File: config.mk
export PLATFORM = sky130hd
export DESIGN_NAME = ttc_timer01
export DESIGN_NICKNAME = d
export VERILOG_FILES = /design/src/logic/ttc_pkg.sv /design/src/logic/ttc_pin_sync.sv /design/src/logic/ttc_timer01.sv
export SDC_FILE = /design/constraint.sdc
export NUM_CORES = 1
export LEC_CHECK = 0
export BUFFER_PORTS_ARGS = -buffer_cell sky130_fd_sc_hd__buf_2
export CAP_MARGIN = 20
export CELL_PAD_IN_SITES_DETAIL_PLACEMENT = 1
export CELL_PAD_IN_SITES_GLOBAL_PLACEMENT = 1
export CORE_AREA = 2 2 117 119
export CTS_CLUSTER_DIAMETER = 100
export DETAILED_ROUTE_END_ITERATION = 10
export DIE_AREA = 0 0 119 121
export GPL_TIMING_DRIVEN = 0
export PLACE_DENSITY_LB_ADDON = 0.05
export SYNTH_ARGS = -nofsm -noshare
export SYNTH_HDL_FRONTEND = slang
export SYNTH_HIERARCHICAL = 1
export SYNTH_SLANG_ARGS = --single-unit
File: constraint.sdc
create_clock -name clock -period 5.3 [get_ports clock]
set_input_delay 0.53 -clock clock [delete_from_list [all_inputs] [get_ports clock]]
set_output_delay 0.53 -clock clock [all_outputs]
set_load 0.05 [all_outputs]
File: src/logic/ttc_pkg.sv
package ttc_pkg;

  // ----------------------------------------------------------------
  // Register addresses
  // ----------------------------------------------------------------
  localparam logic [7:0] ADDR_RUN_FLAG = 8'h88;    // timer_run_flag_register
  localparam logic [7:0] ADDR_MODE = 8'h89;        // timer_mode_register
  localparam logic [7:0] ADDR_T0_LOW = 8'h8a;      // t0_low_byte
  localparam logic [7:0] ADDR_T1_LOW = 8'h8b;      // t1_low_byte
  localparam logic [7:0] ADDR_T0_HIGH = 8'h8c;     // t0_high_byte
  localparam logic [7:0] ADDR_T1_HIGH = 8'h8d;     // t1_high_byte
  localparam logic [7:0] ADDR_CLK_SELECT = 8'h8e;  // timer_clock_select

  // ----------------------------------------------------------------
  // Reset values
  // ----------------------------------------------------------------
  localparam logic [5:0] RST_CLK_SELECT = 6'h00;
  localparam logic [7:0] RST_RUN_FLAG = 8'h00;
  localparam logic [7:0] RST_MODE = 8'h00;
  localparam logic [7:0] RST_COUNT = 8'h00;

  // ----------------------------------------------------------------
  // Field positions
  // ----------------------------------------------------------------
  localparam int CKS_T2_HIGH = 5;   // t2_high_system_clock_select
  localparam int CKS_T2_LOW = 4;    // t2_low_system_clock_select
  localparam int CKS_T1 = 3;        // t1_system_clock_select
  localparam int CKS_T0 = 2;        // t0_system_clock_select
  localparam int CKS_PRE_HI = 1;    // prescale_select msb
  localparam int CKS_PRE_LO = 0;    // prescale_select lsb
  localparam int RF_T1_FLAG = 7;    // t1_overflow_flag
  localparam int RF_T1_RUN = 6;     // t1_run
  localparam int RF_T0_FLAG = 5;    // t0_overflow_flag
  localparam int RF_T0_RUN = 4;     // t0_run
  localparam int MD_T1_GATE = 7;    // t1_gate_enable
  localparam int MD_T1_CNT = 6;     // t1_counter_select
  localparam int MD_T1_HI = 5;      // t1 mode msb
  localparam int MD_T1_LO = 4;      // t1 mode lsb
  localparam int MD_T0_GATE = 3;    // t0_gate_enable
  localparam int MD_T0_CNT = 2;     // t0_counter_select
  localparam int MD_T0_HI = 1;      // t0 mode msb
  localparam int MD_T0_LO = 0;      // t0 mode lsb

  // ----------------------------------------------------------------
  // Mode and prescale encodings
  // ----------------------------------------------------------------
  localparam logic [1:0] MODE_13BIT = 2'h0;
  localparam logic [1:0] MODE_16BIT = 2'h1;
  localparam logic [1:0] MODE_RELOAD = 2'h2;
  localparam logic [1:0] MODE_SPLIT = 2'h3;
  localparam logic [1:0] PRE_DIV12 = 2'h0;
  localparam logic [1:0] PRE_DIV4 = 2'h1;
  localparam logic [1:0] PRE_DIV48 = 2'h2;
  localparam logic [1:0] PRE_EXT8 = 2'h3;

  // ----------------------------------------------------------------
  // Divider counts
  // ----------------------------------------------------------------
  localparam int DIV_A = 12;
  localparam int DIV_B = 4;
  localparam int DIV_C = 48;
  localparam int DIV_EXT = 8;
  localparam logic [5:0] PRE_LAST = 6'(DIV_C - 1);
  localparam logic [2:0] EXT_LAST = 3'(DIV_EXT - 1);

endpackage : ttc_pkg

File: src/logic/ttc_pin_sync.sv
`timescale 1ns/100ps

module ttc_pin_sync (
  input wire logic clock,  // System clock
  input wire logic rst_b,  // Async reset, active low
  input wire logic pin,    // Asynchronous pin level
  output logic level,      // Filtered level
  output logic fell,       // One-cycle pulse on high-to-low
  output logic rose        // One-cycle pulse on low-to-high
);

  typedef struct packed {
    logic s1;
    logic s2;
    logic s3;
    logic lvl;
    logic fell;
    logic rose;
  } ttc_sync_s;

  ttc_sync_s st;
  ttc_sync_s next_st;

  // ----------------------------------------------------------------
  // Three-stage capture, change accepted once stages two and three agree
  // ----------------------------------------------------------------
  always_comb begin
    next_st = st;
    next_st.s1 = pin;
    next_st.s2 = st.s1;
    next_st.s3 = st.s2;
    if (st.s2 == st.s3) begin
      next_st.lvl = st.s3;
    end
    next_st.fell = st.lvl & ~next_st.lvl;
    next_st.rose = ~st.lvl & next_st.lvl;
  end

  // State register
  always_ff @(posedge clock or negedge rst_b) begin
    if (!rst_b) begin
      st <= '0;
    end else begin
      st <= next_st;
    end
  end

  assign level = st.lvl;
  assign fell = st.fell;
  assign rose = st.rose;

endmodule : ttc_pin_sync

File: src/logic/ttc_timer01.sv
// Functional notes
// Counter mode counts each falling count-pin edge
// Count pin levels held two clocks minimum
// Prescale field picks /12, /4, /48, ext/8
// Timer 1 clock-select bit: prescaled or system
// Timer 0 clock-select bit: prescaled or system
// Clock-select bits 7:6 read zero
// Bits 5,4 pick timer 2 clocks
// 13-bit mode: high byte plus low five
// 13-bit wrap sets overflow flag
// Run bit and gate decide advancing
// Run bit never clears or reloads count
// Timer 1 mirrors timer 0, own controls
// 16-bit mode uses both bytes
// Auto-reload: low byte reloads from high
// Software preloads low byte before reload
// Split mode low byte uses timer 0 controls
// Split high byte: timer 1 run, flag
// Split: timer 1 internal only, no flag
// Timer 1 stops in mode three
// Requests forwarded only when enabled
// Mode field encodings 00,01,10,11
// Flags set by overflow, cleared by software/ack
// Count pins synchronised, falling edge pulses
// All clock choices are system-clock enables
`timescale 1ns/100ps

module ttc_timer01 import ttc_pkg::*; (
  input wire logic clock,               // System clock, 10 MHz
  input wire logic rst_b,               // Async reset, active low
  input wire logic [7:0] sfr_addr,      // Register address
  input wire logic sfr_wr,              // Write strobe
  input wire logic sfr_rd,              // Read strobe
  input wire logic [7:0] sfr_wdata,     // Write data
  output logic [7:0] sfr_rdata,         // Read data, one cycle after strobe
  input wire logic t0_count_pin,        // Timer 0 event pin
  input wire logic t1_count_pin,        // Timer 1 event pin
  input wire logic ext_irq0_input,      // Timer 0 gate pin
  input wire logic ext_irq1_input,      // Timer 1 gate pin
  input wire logic external_osc_clock,  // External clock, sampled
  input wire logic ext_irq0_polarity,   // 1: gate 0 active high
  input wire logic ext_irq1_polarity,   // 1: gate 1 active high
  input wire logic t0_irq_enable,       // Timer 0 interrupt enable
  input wire logic t1_irq_enable,       // Timer 1 interrupt enable
  input wire logic t0_irq_ack,          // Vector taken, clears timer 0 flag
  input wire logic t1_irq_ack,          // Vector taken, clears timer 1 flag
  output logic t0_irq_req,              // Timer 0 interrupt request
  output logic t1_irq_req,              // Timer 1 interrupt request
  output logic t1_overflow_tick,        // Timer 1 overflow pulse for peripherals
  output logic prescaled_tick,          // Shared prescaled tick pulse
  output logic t2_high_system_clock_select,   // Timer 2 high byte uses system clock
  output logic t2_low_system_clock_select     // Timer 2 low/full uses system clock
);

  // ----------------------------------------------------------------
  // State
  // ----------------------------------------------------------------
  typedef struct packed {
    logic [5:0] clk_sel;
    logic [7:0] run_flag;
    logic [7:0] mode;
    logic [7:0] t0_low;
    logic [7:0] t0_high;
    logic [7:0] t1_low;
    logic [7:0] t1_high;
    logic [5:0] pre_cnt;
    logic [2:0] ext_cnt;
    logic pre_tick;
    logic t1_ovf;
    logic [7:0] rdata;
  } ttc_state_s;

  ttc_state_s st;
  ttc_state_s next_st;

  // ----------------------------------------------------------------
  // Pin synchronisers
  // ----------------------------------------------------------------
  logic t0_pin_fell;
  logic t1_pin_fell;
  logic t0_gate_enable_level;
  logic t1_gate_enable_level;
  logic ext_rose;

  // Timer 0 event pin
  ttc_pin_sync u_sync_t0 (
    .clock(clock),
    .rst_b(rst_b),
    .pin(t0_count_pin),
    .level(),
    .fell(t0_pin_fell),
    .rose()
  );

  // Timer 1 event pin
  ttc_pin_sync u_sync_t1 (
    .clock(clock),
    .rst_b(rst_b),
    .pin(t1_count_pin),
    .level(),
    .fell(t1_pin_fell),
    .rose()
  );

  // Timer 0 gate pin
  ttc_pin_sync u_sync_g0 (
    .clock(clock),
    .rst_b(rst_b),
    .pin(ext_irq0_input),
    .level(t0_gate_enable_level),
    .fell(),
    .rose()
  );

  // Timer 1 gate pin
  ttc_pin_sync u_sync_g1 (
    .clock(clock),
    .rst_b(rst_b),
    .pin(ext_irq1_input),
    .level(t1_gate_enable_level),
    .fell(),
    .rose()
  );

  // External clock, counted on rising edges
  ttc_pin_sync u_sync_ext (
    .clock(clock),
    .rst_b(rst_b),
    .pin(external_osc_clock),
    .level(),
    .fell(),
    .rose(ext_rose)
  );

  // ----------------------------------------------------------------
  // Counting step for modes 0..2: returns {overflow, high, low}
  // ----------------------------------------------------------------
  function automatic logic [16:0] count_step(
    input logic [1:0] md,
    input logic [7:0] hi,
    input logic [7:0] lo,
    input logic inc
  );
    logic [12:0] c13;
    logic [15:0] c16;
    logic [7:0] c8;
    logic [16:0] res;
    c13 = {hi, lo[4:0]};
    c16 = {hi, lo};
    c8 = lo;
    res = {1'b0, hi, lo};
    if (inc) begin
      case (md)
        MODE_13BIT: begin
          res[16] = &c13;
          c13 = c13 + 13'h1;
          res[15:0] = {c13[12:5], lo[7:5], c13[4:0]};
        end
        MODE_16BIT: begin
          res[16] = &c16;
          c16 = c16 + 16'h1;
          res[15:0] = c16;
        end
        MODE_RELOAD: begin
          res[16] = &c8;
          c8 = c8 + 8'h1;
          res[15:0] = {hi, (&lo) ? hi : c8};
        end
        default: res = {1'b0, hi, lo};
      endcase
    end
    return res;
  endfunction : count_step

  // ----------------------------------------------------------------
  // Next-state logic
  // ----------------------------------------------------------------
  always_comb begin
    logic [1:0] t0_mode;
    logic [1:0] t1_mode;
    logic split;
    logic pre_pulse;
    logic g0_active;
    logic g1_active;
    logic t0_run;
    logic t1_run;
    logic t0_tick;
    logic t1_tick;
    logic h0_tick;
    logic h0_inc;
    logic t0_set;
    logic t1_set;
    logic t1_wrap;
    logic [16:0] r0;
    logic [16:0] r1;
    logic [7:0] rd;
    t0_mode = 2'h0;
    t1_mode = 2'h0;
    split = 1'b0;
    pre_pulse = 1'b0;
    g0_active = 1'b0;
    g1_active = 1'b0;
    t0_run = 1'b0;
    t1_run = 1'b0;
    t0_tick = 1'b0;
    t1_tick = 1'b0;
    h0_tick = 1'b0;
    h0_inc = 1'b0;
    t0_set = 1'b0;
    t1_set = 1'b0;
    t1_wrap = 1'b0;
    r0 = '0;
    r1 = '0;
    rd = 8'h00;
    next_st = st;

    t0_mode = st.mode[MD_T0_HI:MD_T0_LO];
    t1_mode = st.mode[MD_T1_HI:MD_T1_LO];
    split = (t0_mode == MODE_SPLIT);

    // Prescaler: one free counter over 48 clocks, ext clock over 8 edges
    next_st.pre_cnt = (st.pre_cnt == PRE_LAST) ? 6'h00 : st.pre_cnt + 6'h1;
    next_st.ext_cnt = st.ext_cnt + {2'h0, ext_rose};
    case (st.clk_sel[CKS_PRE_HI:CKS_PRE_LO])
      PRE_DIV12: pre_pulse = (st.pre_cnt % 6'(DIV_A)) == 6'(DIV_A - 1);
      PRE_DIV4: pre_pulse = (st.pre_cnt % 6'(DIV_B)) == 6'(DIV_B - 1);
      PRE_DIV48: pre_pulse = (st.pre_cnt == PRE_LAST);
      default: pre_pulse = ext_rose && (st.ext_cnt == EXT_LAST);
    endcase
    next_st.pre_tick = pre_pulse;

    // Gate pins at their configured polarity
    g0_active = (t0_gate_enable_level == ext_irq0_polarity);
    g1_active = (t1_gate_enable_level == ext_irq1_polarity);

    // Timer 0 enable and tick selection
    t0_run = st.run_flag[RF_T0_RUN] & (~st.mode[MD_T0_GATE] | g0_active);
    if (st.mode[MD_T0_CNT]) begin
      t0_tick = t0_pin_fell;
    end else if (st.clk_sel[CKS_T0]) begin
      t0_tick = 1'b1;
    end else begin
      t0_tick = st.pre_tick;
    end

    // Split high byte: timer only, system or prescaled tick
    h0_tick = st.clk_sel[CKS_T0] ? 1'b1 : st.pre_tick;
    h0_inc = split & st.run_flag[RF_T1_RUN] & h0_tick;

    // Timer 1 enable and tick selection
    if (split) begin
      t1_run = (t1_mode != MODE_SPLIT);
    end else begin
      t1_run = st.run_flag[RF_T1_RUN] & (~st.mode[MD_T1_GATE] | g1_active)
        & (t1_mode != MODE_SPLIT);
    end
    if (st.mode[MD_T1_CNT] && !split) begin
      t1_tick = t1_pin_fell;
    end else if (st.clk_sel[CKS_T1]) begin
      t1_tick = 1'b1;
    end else begin
      t1_tick = st.pre_tick;
    end

    // Timer 0 counting
    if (split) begin
      r0[15:8] = st.t0_high + {7'h00, h0_inc};
      r0[7:0] = st.t0_low + {7'h00, t0_run & t0_tick};
      r0[16] = t0_run & t0_tick & (&st.t0_low);
      t1_set = h0_inc & (&st.t0_high);
    end else begin
      r0 = count_step(t0_mode, st.t0_high, st.t0_low, t0_run & t0_tick);
    end
    t0_set = r0[16];

    // Timer 1 counting
    r1 = count_step(t1_mode, st.t1_high, st.t1_low, t1_run & t1_tick);
    t1_wrap = r1[16];
    t1_set = t1_set | (~split & t1_wrap);
    next_st.t1_ovf = t1_wrap;

    next_st.t0_high = r0[15:8];
    next_st.t0_low = r0[7:0];
    next_st.t1_high = r1[15:8];
    next_st.t1_low = r1[7:0];

    // Register writes take precedence over counting
    if (sfr_wr) begin
      if (sfr_addr == ADDR_CLK_SELECT) begin
        next_st.clk_sel = sfr_wdata[5:0];
      end else if (sfr_addr == ADDR_RUN_FLAG) begin
        next_st.run_flag = sfr_wdata;
      end else if (sfr_addr == ADDR_MODE) begin
        next_st.mode = sfr_wdata;
      end else if (sfr_addr == ADDR_T0_LOW) begin
        next_st.t0_low = sfr_wdata;
      end else if (sfr_addr == ADDR_T1_LOW) begin
        next_st.t1_low = sfr_wdata;
      end else if (sfr_addr == ADDR_T0_HIGH) begin
        next_st.t0_high = sfr_wdata;
      end else if (sfr_addr == ADDR_T1_HIGH) begin
        next_st.t1_high = sfr_wdata;
      end
    end

    // Overflow flags: ack clears, hardware set wins over any clear
    if (t0_irq_ack) begin
      next_st.run_flag[RF_T0_FLAG] = 1'b0;
    end
    if (t1_irq_ack) begin
      next_st.run_flag[RF_T1_FLAG] = 1'b0;
    end
    if (t0_set) begin
      next_st.run_flag[RF_T0_FLAG] = 1'b1;
    end
    if (t1_set) begin
      next_st.run_flag[RF_T1_FLAG] = 1'b1;
    end

    // Read data, captured on the read strobe
    if (sfr_addr == ADDR_CLK_SELECT) begin
      rd = {2'b00, st.clk_sel};
    end else if (sfr_addr == ADDR_RUN_FLAG) begin
      rd = st.run_flag;
    end else if (sfr_addr == ADDR_MODE) begin
      rd = st.mode;
    end else if (sfr_addr == ADDR_T0_LOW) begin
      rd = st.t0_low;
    end else if (sfr_addr == ADDR_T1_LOW) begin
      rd = st.t1_low;
    end else if (sfr_addr == ADDR_T0_HIGH) begin
      rd = st.t0_high;
    end else if (sfr_addr == ADDR_T1_HIGH) begin
      rd = st.t1_high;
    end else begin
      rd = 8'h00;
    end
    next_st.rdata = sfr_rd ? rd : st.rdata;
  end

  // ----------------------------------------------------------------
  // State register
  // ----------------------------------------------------------------
  always_ff @(posedge clock or negedge rst_b) begin
    if (!rst_b) begin
      st <= '{clk_sel: RST_CLK_SELECT, run_flag: RST_RUN_FLAG, mode: RST_MODE,
        t0_low: RST_COUNT, t0_high: RST_COUNT, t1_low: RST_COUNT, t1_high: RST_COUNT,
        pre_cnt: 6'h00, ext_cnt: 3'h0, pre_tick: 1'b0, t1_ovf: 1'b0,
        rdata: 8'h00};
    end else begin
      st <= next_st;
    end
  end

  // ----------------------------------------------------------------
  // Outputs
  // ----------------------------------------------------------------
  assign sfr_rdata = st.rdata;
  assign t0_irq_req = st.run_flag[RF_T0_FLAG] & t0_irq_enable;
  assign t1_irq_req = st.run_flag[RF_T1_FLAG] & t1_irq_enable;
  assign t1_overflow_tick = st.t1_ovf;
  assign prescaled_tick = st.pre_tick;
  assign t2_high_system_clock_select = st.clk_sel[CKS_T2_HIGH];
  assign t2_low_system_clock_select = st.clk_sel[CKS_T2_LOW];

endmodule : ttc_timer01

==> results of run 1 <==
## final timing paths
path / start / endpoint / slack, ns / depth (start not counted)
worst max register to register: st[52] / st[41] / 1.77 / 11
min in group clock: external_osc_clock / u_sync_ext/next_st[4] / 0.28 / 1
max in group asynchronous: rst_b / prescaled_tick / 4.47 / 2
worst max-delay path: st[52] / st[41] / 1.77 / 11
worst min register to register: u_sync_g0/next_st[4] / u_sync_g0/next_st[3] / 0.35 / 0
worst min-delay path: rst_b / st[40] / 0.14 / 1
## sequential cells by signal, indices dropped and copies added (netlist names), 2 cells and up
signal,flops
sfr_rdata,8
u_sync_g0/next_st,2
u_sync_ext/next_st,2
u_sync_g1/next_st,2
u_sync_t1/next_st,2
st,61
u_sync_t0/next_st,2
## per-stage QoR
stage                     hold WS [ns]  cells
final                            0.143    929
after global routing             0.177    929
after CTS                        0.158    929
after detailed placement         0.336    913
after global placement           0.335    912
after floorplan                  0.234    693
## worst max-delay path: stages (launching register included)
cell      delay [ns]
dfrtp_1         0.45
clkinv_1        0.40
nor2_1          0.86
o211a_1         0.41
ha_1            0.29
ha_1            0.23
nand3_1         0.14
nor2_1          0.19
xnor2_1         0.14
nor3_1          0.06
a21oi_1         0.16
o21ai_1         0.08
## area by class of cell
cell class / count / area, µm²
buffer: 53 / 272
inverter: 21 / 78.8
timing repair buffer: 44 / 245
clock inverter: 5 / 60.1
multi-input combinational: 523 / 3410
sequential: 96 / 2400
fill: 1584 / 6150
tap: 176 / 220
clock buffer: 11 / 253
## where the power goes
part           switching, mW  internal [mW]
clock network          0.298          0.395
logic                  0.416          0.231
registers              0.131          0.833
total                  0.845           1.46
## cell usage in the layout (no fill, tap or decap), types with 3 or more instances in the layout
cell        n
nor2_1     51
nand2_1    59
o31ai_1     3
nand2b_1    9
nor3b_1     5
a31oi_1    20
clkbuf_1   22
nand3_1    35
or2_2       3
a22oi_1     7
dfrtp_1    96
o22ai_1     8
or3_1       6
buf_2      61
and4_1      5
o21ai_0    59
clkbuf_16   9
inv_1      18
nor4b_2     3
a211oi_1    6
o221ai_1    3
nor4_1      3
nand4_1    11
and3_1     11
mux2i_1     8
maj3_2      5
a21oi_1    44
nor3_1     18
nor2b_1     6
o2111ai_1   4
mux2_2     18
xor2_1      9
o21a_1      5
xnor2_1    14
o211ai_1    6
ha_1       12
and2_1      7
buf_4      10
a221oi_1    6
## metal layers
layer / vias to the layer above / routed length, µm / global-route usage [%]
li1: 2669 / - / -
met1: 2950 / 9200 / 42.1
met2: 212 / 10100 / 50.6
met3: 47 / 1450 / 5.17
met4: 0 / 733 / 13.2
met5: - / 0 / 0
==> reports/qor.txt, run 1 <==
diode count -> 0
final core utilization -> 53.0%
synthesized area -> 0.00616 mm²
required time of the critical path -> 5.54 ns
CTS tree -> yes
H-tree levels -> 3
worst vdd ir -> 0.184 mV
total grt overflow -> 0
Setup Viol. Count Final -> 0
global-route wire length before repair -> 34600 µm
Die ar. -> 0.0144 mm²
Pleak -> 2.87 nW
Core Rows -> 42
IO Port Bufs -> 43
Worst Hold Class -> in -> async
Post-Syn Instances -> 693
fin crit share -> 66.5%
total track usage -> 31.4%
Starting Density -> 47.1%
placer congestion estimate -> 0.920
hold_buf cts -> 0
postcts setup bufs -> 0
Post-Syn Nets -> 736
Synth Warn # -> 6
total power -> 2.30 mW
WL/cell -> 23.2 µm
maximum clock path buffer count -> 2
Pre-antenna DRT Iters -> 6
fin. max-slew vios -> 0
vias in the first global route -> 6161
WL final -> 21500 µm
status -> finished clean
Num CTS Buffers -> 9
final worst setup slack -> 1.77 ns
initial antenna violation count -> 0
nets -> 791
CP arrival -> 3.76 ns
Routed Antenna Nets -> 0
Die Y -> 121 µm
PwrDens -> 332 mW/mm²
CTS Sinks -> 96
post-DP HPWL -> 15600 µm
final instance area -> 0.00694 mm²
Worst Skew -> 0.00901 ns
post-cts sizing count -> 0
WS Path Type -> reg -> reg
Vias/cell -> 6.33
Max-Cap Viols -> 0
unrepaired setup endpoints after global routing -> no
worst-margin pin slew -> 0.932 ns
startpoint types -> flop
FMAX -> 0.284 GHz
fraction of layout cells with a size suffix above 1 -> 18.5%
Fin. Hold Viols -> 0
Slew HR -> 37.6%
largest net degree at the start of global routing -> 64
Root Driver -> clkbuf_16
Avg Synthesized Cell Area -> 8.89 µm²
core box area -> 0.0131 mm²
DR vias -> 5878
die width -> 119 µm
# DRC -> 0
Clock Pin Slew Worst Setup and Hold Paths -> 0.07 ns
Clock Latency Late Sink -> 0.35 ns
Placed Area -> 0.00663 mm²
TNS Setup -> 0 ns
Crit. End Element -> flop
Critical Path Fanout Max -> 10
P&R area growth vs syn -> 12.6%
Ports -> 45
drt initial violations -> 537
fin crit period -> 3.53 ns
worst slack, placed -> 1.92 ns
No activity file was read; power rests on OpenSTA's default activity.
==> run 2, diff against run 1 <==
- ABC_AREA: unset -> 1
- CORE_AREA: 2 2 117 119 -> 2 2 124 126
- DIE_AREA: 0 0 119 121 -> 0 0 126 128
- clock period: 5.3 -> 3.6 ns (I/O delays scaled with it)
==> run 2 against run 1 <==
Net effect:
- the run now ends with negative hold slack left
- cell area is 2.8% higher
- maximum frequency is 26% higher
- synthesized area is 3.0% higher
- largest cell class unchanged
- highest routed layer unchanged
==> reports/qor.txt, run 2 <==
status -> finished with violations
failing checks -> negative hold slack
largest net degree at the start of global routing -> 58 (-9.4%)
WL/cell -> 18.6 µm (-20%)
Max-Cap Viols -> 0 (unchanged)
fin. max-slew vios -> 0 (unchanged)
Crit. End Element -> flop
Setup Viol. Count Final -> 0 (unchanged)
core box area -> 0.0149 mm² (+14%)
Pleak -> 3.69 nW (+28%)
WL final -> 22000 µm (+2.0%)
H-tree levels -> 3 (unchanged)
Worst Hold Class -> in -> async
Die Y -> 128 µm (+5.8%)
Ports -> 45 (unchanged)
nets -> 1032 (+30%)
DR vias -> 6477 (+10%)
Post-Syn Instances -> 934 (+35%)
commonest non-fill, non-tap cells in the layout -> nand2_1 (229), inv_1 (120), nor2_1 (99)
synthesized area -> 0.00634 mm² (+3.0%)
post-cts sizing count -> 0 (unchanged)
startpoint types -> flop
Fillers -> 2030 (+28%)
Synth Warn # -> 6 (unchanged)
Num CTS Buffers -> 9 (unchanged)
initial antenna violation count -> 1 (+1)
fraction of layout cells with a size suffix above 1 -> 11.5% (-7.0 points)
postcts setup bufs -> 0 (unchanged)
max FFs per register -> 61 (unchanged)
Post-Syn Nets -> 977 (+33%)
setup slack on the worst flop-to-flop path -> 0.80 ns (-0.97 ns)
reg-to-reg critical path endpoint -> st[42]
Pre-antenna DRT Iters -> 5 (-1)
IO Port Bufs -> 43 (unchanged)
Die ar. -> 0.0161 mm² (+12%)
vias in the first global route -> 6482 (+5.2%)
Avg Synthesized Cell Area -> 6.79 µm² (-24%)
TNS Setup -> 0 ns (unchanged)
Fin. Hold Viols -> 3 (+3)
Routed Antenna Nets -> 0 (unchanged)
maximum clock path buffer count -> 2 (unchanged)
Core Rows -> 45 (+7.1%)
Critical Path Fanout Max -> 10 (unchanged)
total grt overflow -> 0 (unchanged)
P&R area growth vs syn -> 12.5%
fin crit share -> 77.6% (+11 points)
final core utilization -> 48.0% (-5.0 points)
Largest Register -> st
CTS tree -> yes
Worst Skew -> 0.00795 ns (-0.00107 ns)
CP arrival -> 3.08 ns (-0.68 ns)
worst reg2reg path depth -> 13 (+2)
hold_buf cts -> 0 (unchanged)
Clock Latency Late Sink -> 0.35 ns (about the same)
worst vdd ir -> 0.256 mV (+39%)
placer congestion estimate -> 0.895 (-2.7%)
CTS Sinks -> 96 (unchanged)
commonest non-fill, non-tap cell in the layout -> nand2_1
global-route wire length before repair -> 35600 µm (+2.9%)
Starting Density -> 42.7% (-4.4 points)
required time of the critical path -> 3.88 ns (-1.66 ns)
Slew HR -> 47.1% (+9.5 points)
# DRC -> 0 (unchanged)
unrepaired setup endpoints after global routing -> no
worst reg2reg startpoint -> st[52]
post-DP HPWL -> 16600 µm (+6.6%)
Root Driver -> clkbuf_16
FMAX -> 0.358 GHz (+26%)
fin crit period -> 2.80 ns (-0.732 ns)
Vias/cell -> 5.48 (-13%)
WHS -> -0.00753 ns (-0.151 ns)
total track usage -> 28.4% (-3.0 points)
worst-margin pin slew -> 0.787 ns (-0.145 ns)
WS Path Type -> reg -> reg
drt initial violations -> 467 (-13%)
Clock Pin Slew Worst Setup and Hold Paths -> 0.08 ns (about the same)
PwrDens -> 497 mW/mm² (+50%)
die width -> 126 µm (+5.9%)
[run 2: critical path, cell delays in order, from the launching register on]
cell      delay (ns)
dfrtp_1         0.32
buf_2           0.27
nand2_4         0.12
clkbuf_1        0.32
nor3_1          0.50
ha_1            0.31
inv_1           0.07
nor2_1          0.19
nand2_1         0.10
o21ai_0         0.17
o21ai_0         0.12
nand2_1         0.08
inv_1           0.04
a21oi_1         0.12
[run 2: worst max path at each step]
stage / to / slack (ns) / start / depth (start not counted)
finish: st[42] / 0.80 / st[52] / 13
global route: st[39] / 0.57 / st[52] / 13
CTS: st[39] / 0.87 / st[52] / 13
detailed placement: st[41] / 0.90 / st[52] / 11
global placement: st[39] / 0.90 / st[52] / 13
floorplan: st[49] / 1.28 / prescaled_tick / 14
[run 2: area by class of cell]
type                       count  area (µm²)  share of cell area, %
clock buffer                   9         225                   3.16
tap                          188         235                   3.30
buffer                        34         183                   2.56
sequential                    96        2400                   33.7
clock inverter                 7        83.8                   1.17
antenna                        1        2.50                 0.0351
timing repair buffer          44         245                   3.44
multi-input combinational    677        3280                   46.0
inverter                     127         477                   6.68
[run 2: where the power goes]
group / internal [mW] / switching (mW) / total (mW) / leakage [nW]
combinational: 0.359 / 0.740 / 1.10 / 2.38
sequential: 1.24 / 0.207 / 1.44 / 1.15
clock: 0.499 / 0.502 / 1.00 / 0.151
total: 2.10 / 1.45 / 3.54 / 3.69
[run 2: through the flow]
step	area (µm²)	cells	power, mW	hold slack (ns)	setup slack (ns)
after global routing	7130	1182	3.78	0.0353	0.568
after floorplan	6340	934	2.17	0.0644	1.28
after global placement	6800	1165	2.51	0.332	0.899
final	7140	1183	3.54	-0.00753	0.805
after detailed placement	6830	1166	2.54	0.336	0.904
after CTS	7130	1182	3.55	0.0143	0.866
[run 2: layer usage]
metal	track usage (%)	wire [µm]	vias to the layer above	part of all wire, %
met5	0	0	-	0
met4	9.83	719	0	3.3
met3	4.38	1240	44	5.6
li1	-	-	3125	-
met1	40.7	10200	3111	47
met2	44.1	9750	197	44
==> run 3, diff against run 2 <==
- CORE_AREA: 2 2 124 126 -> 2 2 132 134
- DIE_AREA: 0 0 126 128 -> 0 0 134 136
- clock period: 3.6 -> 2.3 ns (I/O delays scaled with it)
==> run 3 against run 2 <==
Net effect:
- combinational power grew 59%
- the run now ends clean
- first-iteration DRC count decreased by 31%
- non-clock buffer count up 8
- cell area grew 2.2%
- highest routed layer unchanged
- via count fell by 1.6%
- clock power is 55% higher
- setup slack worse by 0.63 ns
- sequential cell count is the same
- routed wire length rose by 2.3%
- maximum frequency is 31% higher
- count of clock-buffer cells in the layout increased by 1
- largest power group unchanged
==> reports/qor.txt, run 3 (synthesis gave the netlist of run 2 again) <==
status -> finished clean
fraction of layout cells with a size suffix above 1 -> 12.6% (+1.1 points)
Pleak -> 3.71 nW (+0.59%)
maximum clock path buffer count -> 2 (unchanged)
PwrDens -> 764 mW/mm² (+54%)
Crit. End Element -> flop
H-tree levels -> 3 (unchanged)
Inst Count DP -> 1203 (+3.2%)
Die Y -> 136 µm (+6.3%)
fin crit period -> 2.13 ns (-0.668 ns)
P&R area growth vs syn -> 14.9%
commonest non-fill, non-tap cell in the layout -> nand2_1
Core Rows -> 48 (+6.7%)
core box area -> 0.0169 mm² (+14%)
largest net degree at the start of global routing -> 53 (-8.6%)
commonest non-fill, non-tap cells in the layout -> nand2_1 (229), inv_1 (119), nor2_1 (96)
Fin. Hold Viols -> 0 (-3)
final core utilization -> 43.2% (-4.8 points)
post-DP HPWL -> 17100 µm (+3.0%)
Pre-antenna DRT Iters -> 5 (unchanged)
Ports -> 45 (unchanged)
global-route wire length before repair -> 35600 µm (about the same)
CTS Sinks -> 96 (unchanged)
TNS Setup -> 0 ns (unchanged)
FMAX -> 0.470 GHz (+31%)
Multi-input gate area -> 0.00332 mm² (+1.2%)
Num CTS Buffers -> 9 (unchanged)
Clock Latency Late Sink -> 0.36 ns (about the same)
Starting Density -> 37.6% (-5.1 points)
worst reg2reg path depth -> 7 (-6)
Fillers -> 2213 (+9.0%)
worst-margin pin slew -> 0.854 ns (+0.0673 ns)
fin. max-slew vios -> 0 (unchanged)
Routed Antenna Nets -> 0 (unchanged)
nets -> 1040 (+0.78%)
die width -> 134 µm (+6.3%)
CTS tree -> yes
fin crit share -> 92.5% (+15 points)
WL final -> 22400 µm (+2.3%)
DR vias -> 6374 (-1.6%)
WS Path Type -> reg -> reg
Max-Cap Viols -> 0 (unchanged)
Largest Register -> st
placer congestion estimate -> 0.910 (+1.7%)
CP arrival -> 2.36 ns (-0.72 ns)
worst slack, placed -> -0.470 ns (-1.37 ns)
final non-filler cell total -> 1227 (+3.7%)
startpoint types -> flop
Critical Path Fanout Max -> 10 (unchanged)
WL/cell -> 18.3 µm (-1.4%)
Clock Pin Slew Worst Setup and Hold Paths -> 0.08 ns (about the same)
total grt overflow -> 0 (unchanged)
Worst Hold Class -> in -> reg
Vias/cell -> 5.19 (-5.1%)
Min-Delay Path Depth -> 3
worst vdd ir -> 0.352 mV (+37%)
# DRC -> 0 (unchanged)
max FFs per register -> 61 (unchanged)
total track usage -> 25.7% (-2.7 points)
IO Port Bufs -> 43 (unchanged)
Die ar. -> 0.0182 mm² (+13%)
Root Driver -> clkbuf_16
unrepaired setup endpoints after global routing -> no
Worst Skew -> 0.0143 ns (+0.00632 ns)
initial antenna violation count -> 0 (-1)
Slew HR -> 42.6% (-4.5 points)
final worst setup slack -> 0.173 ns (-0.632 ns)
drt initial violations -> 322 (-31%)
Setup Viol. Count Final -> 0 (unchanged)
required time of the critical path -> 2.54 ns (-1.34 ns)
diode count -> 0 (-1)
vias in the first global route -> 6234 (-3.8%)
flip-flop and latch area -> 0.00240 mm² (+0.10%)
run 3: cell count changes in the layout (fill, tap and decap cells not counted), sizes merged:
cell / change
buf: +3
clkinv: -3
clkinvlp: +1
diode: -1
dlygate4sd3: +6
inv: +1
run 3: per-stage QoR:
| step | instance area [µm²] | power [mW] | hold WS, ns |
|---|---|---|---|
| 6_report | 7290 | 5.57 | 0.198 |
| 3_5_place_dp | 6870 | 4.01 | 0.312 |
| 3_3_place_gp | 6840 | 3.97 | 0.334 |
| 2_1_floorplan | 6350 | 3.40 | -0.0656 |
| 4_1_cts | 7250 | 5.59 | 0.195 |
| 5_1_grt | 7290 | 5.94 | 0.190 |
run 3: final timing paths:
kind,start,to,slack [ns]
worst min register to register,u_sync_g0/next_st[4],u_sync_g0/next_st[3],0.35
worst min-delay path,sfr_wdata[0],st[19],0.20
min in group asynchronous,rst_b,st[19],0.43
max in group asynchronous,rst_b,u_sync_g1/next_st[3],1.14
worst max register to register,st[55],st[66],0.17
worst max-delay path,st[55],st[66],0.17
run 3: report_power, final:
| group | switching, mW | internal (mW) | total (mW) | leakage [nW] |
|---|---|---|---|---|
| logic | 1.17 | 0.576 | 1.75 | 2.42 |
| registers | 0.332 | 1.94 | 2.27 | 1.15 |
| clock network | 0.786 | 0.767 | 1.55 | 0.142 |
| total | 2.29 | 3.28 | 5.57 | 3.71 |
run 3: layer usage:
metal / routed length (µm) / global-route usage (%) / share of wire [%]
met5: 0 / 0 / 0
met4: 384 / 6.38 / 1.7
met3: 702 / 3.13 / 3.1
met2: 10200 / 41.3 / 46
met1: 11100 / 37.0 / 50
run 3: what timing repair did:
action	in CTS	in global routing
hold buffers	6	0
endpoints found under the setup margin	13	8
gates resized for setup	8	8
pin swaps	0	1
buffers inserted	1	2
endpoints found under the hold margin	49	0
run 3: cell type report:
type                    count  share of cell area, %
multi-input cells         677                   45.6
plain buffers              33                   2.59
repair buffers             53                   4.50
well taps                 225                   3.86
clock buffers              10                   3.14
flip-flops and latches     96                   33.0
clock inverters             6                  0.789
inverters                 127                   6.59
run 3: critical path, cell delays in order, from the launching register on:
cell	delay, ns
dfrtp_1	0.53
nand2_1	0.21
a21boi_2	0.22
nand2_2	0.14
clkbuf_1	0.47
a21oi_1	0.21
nand2_1	0.14
nand3_1	0.09
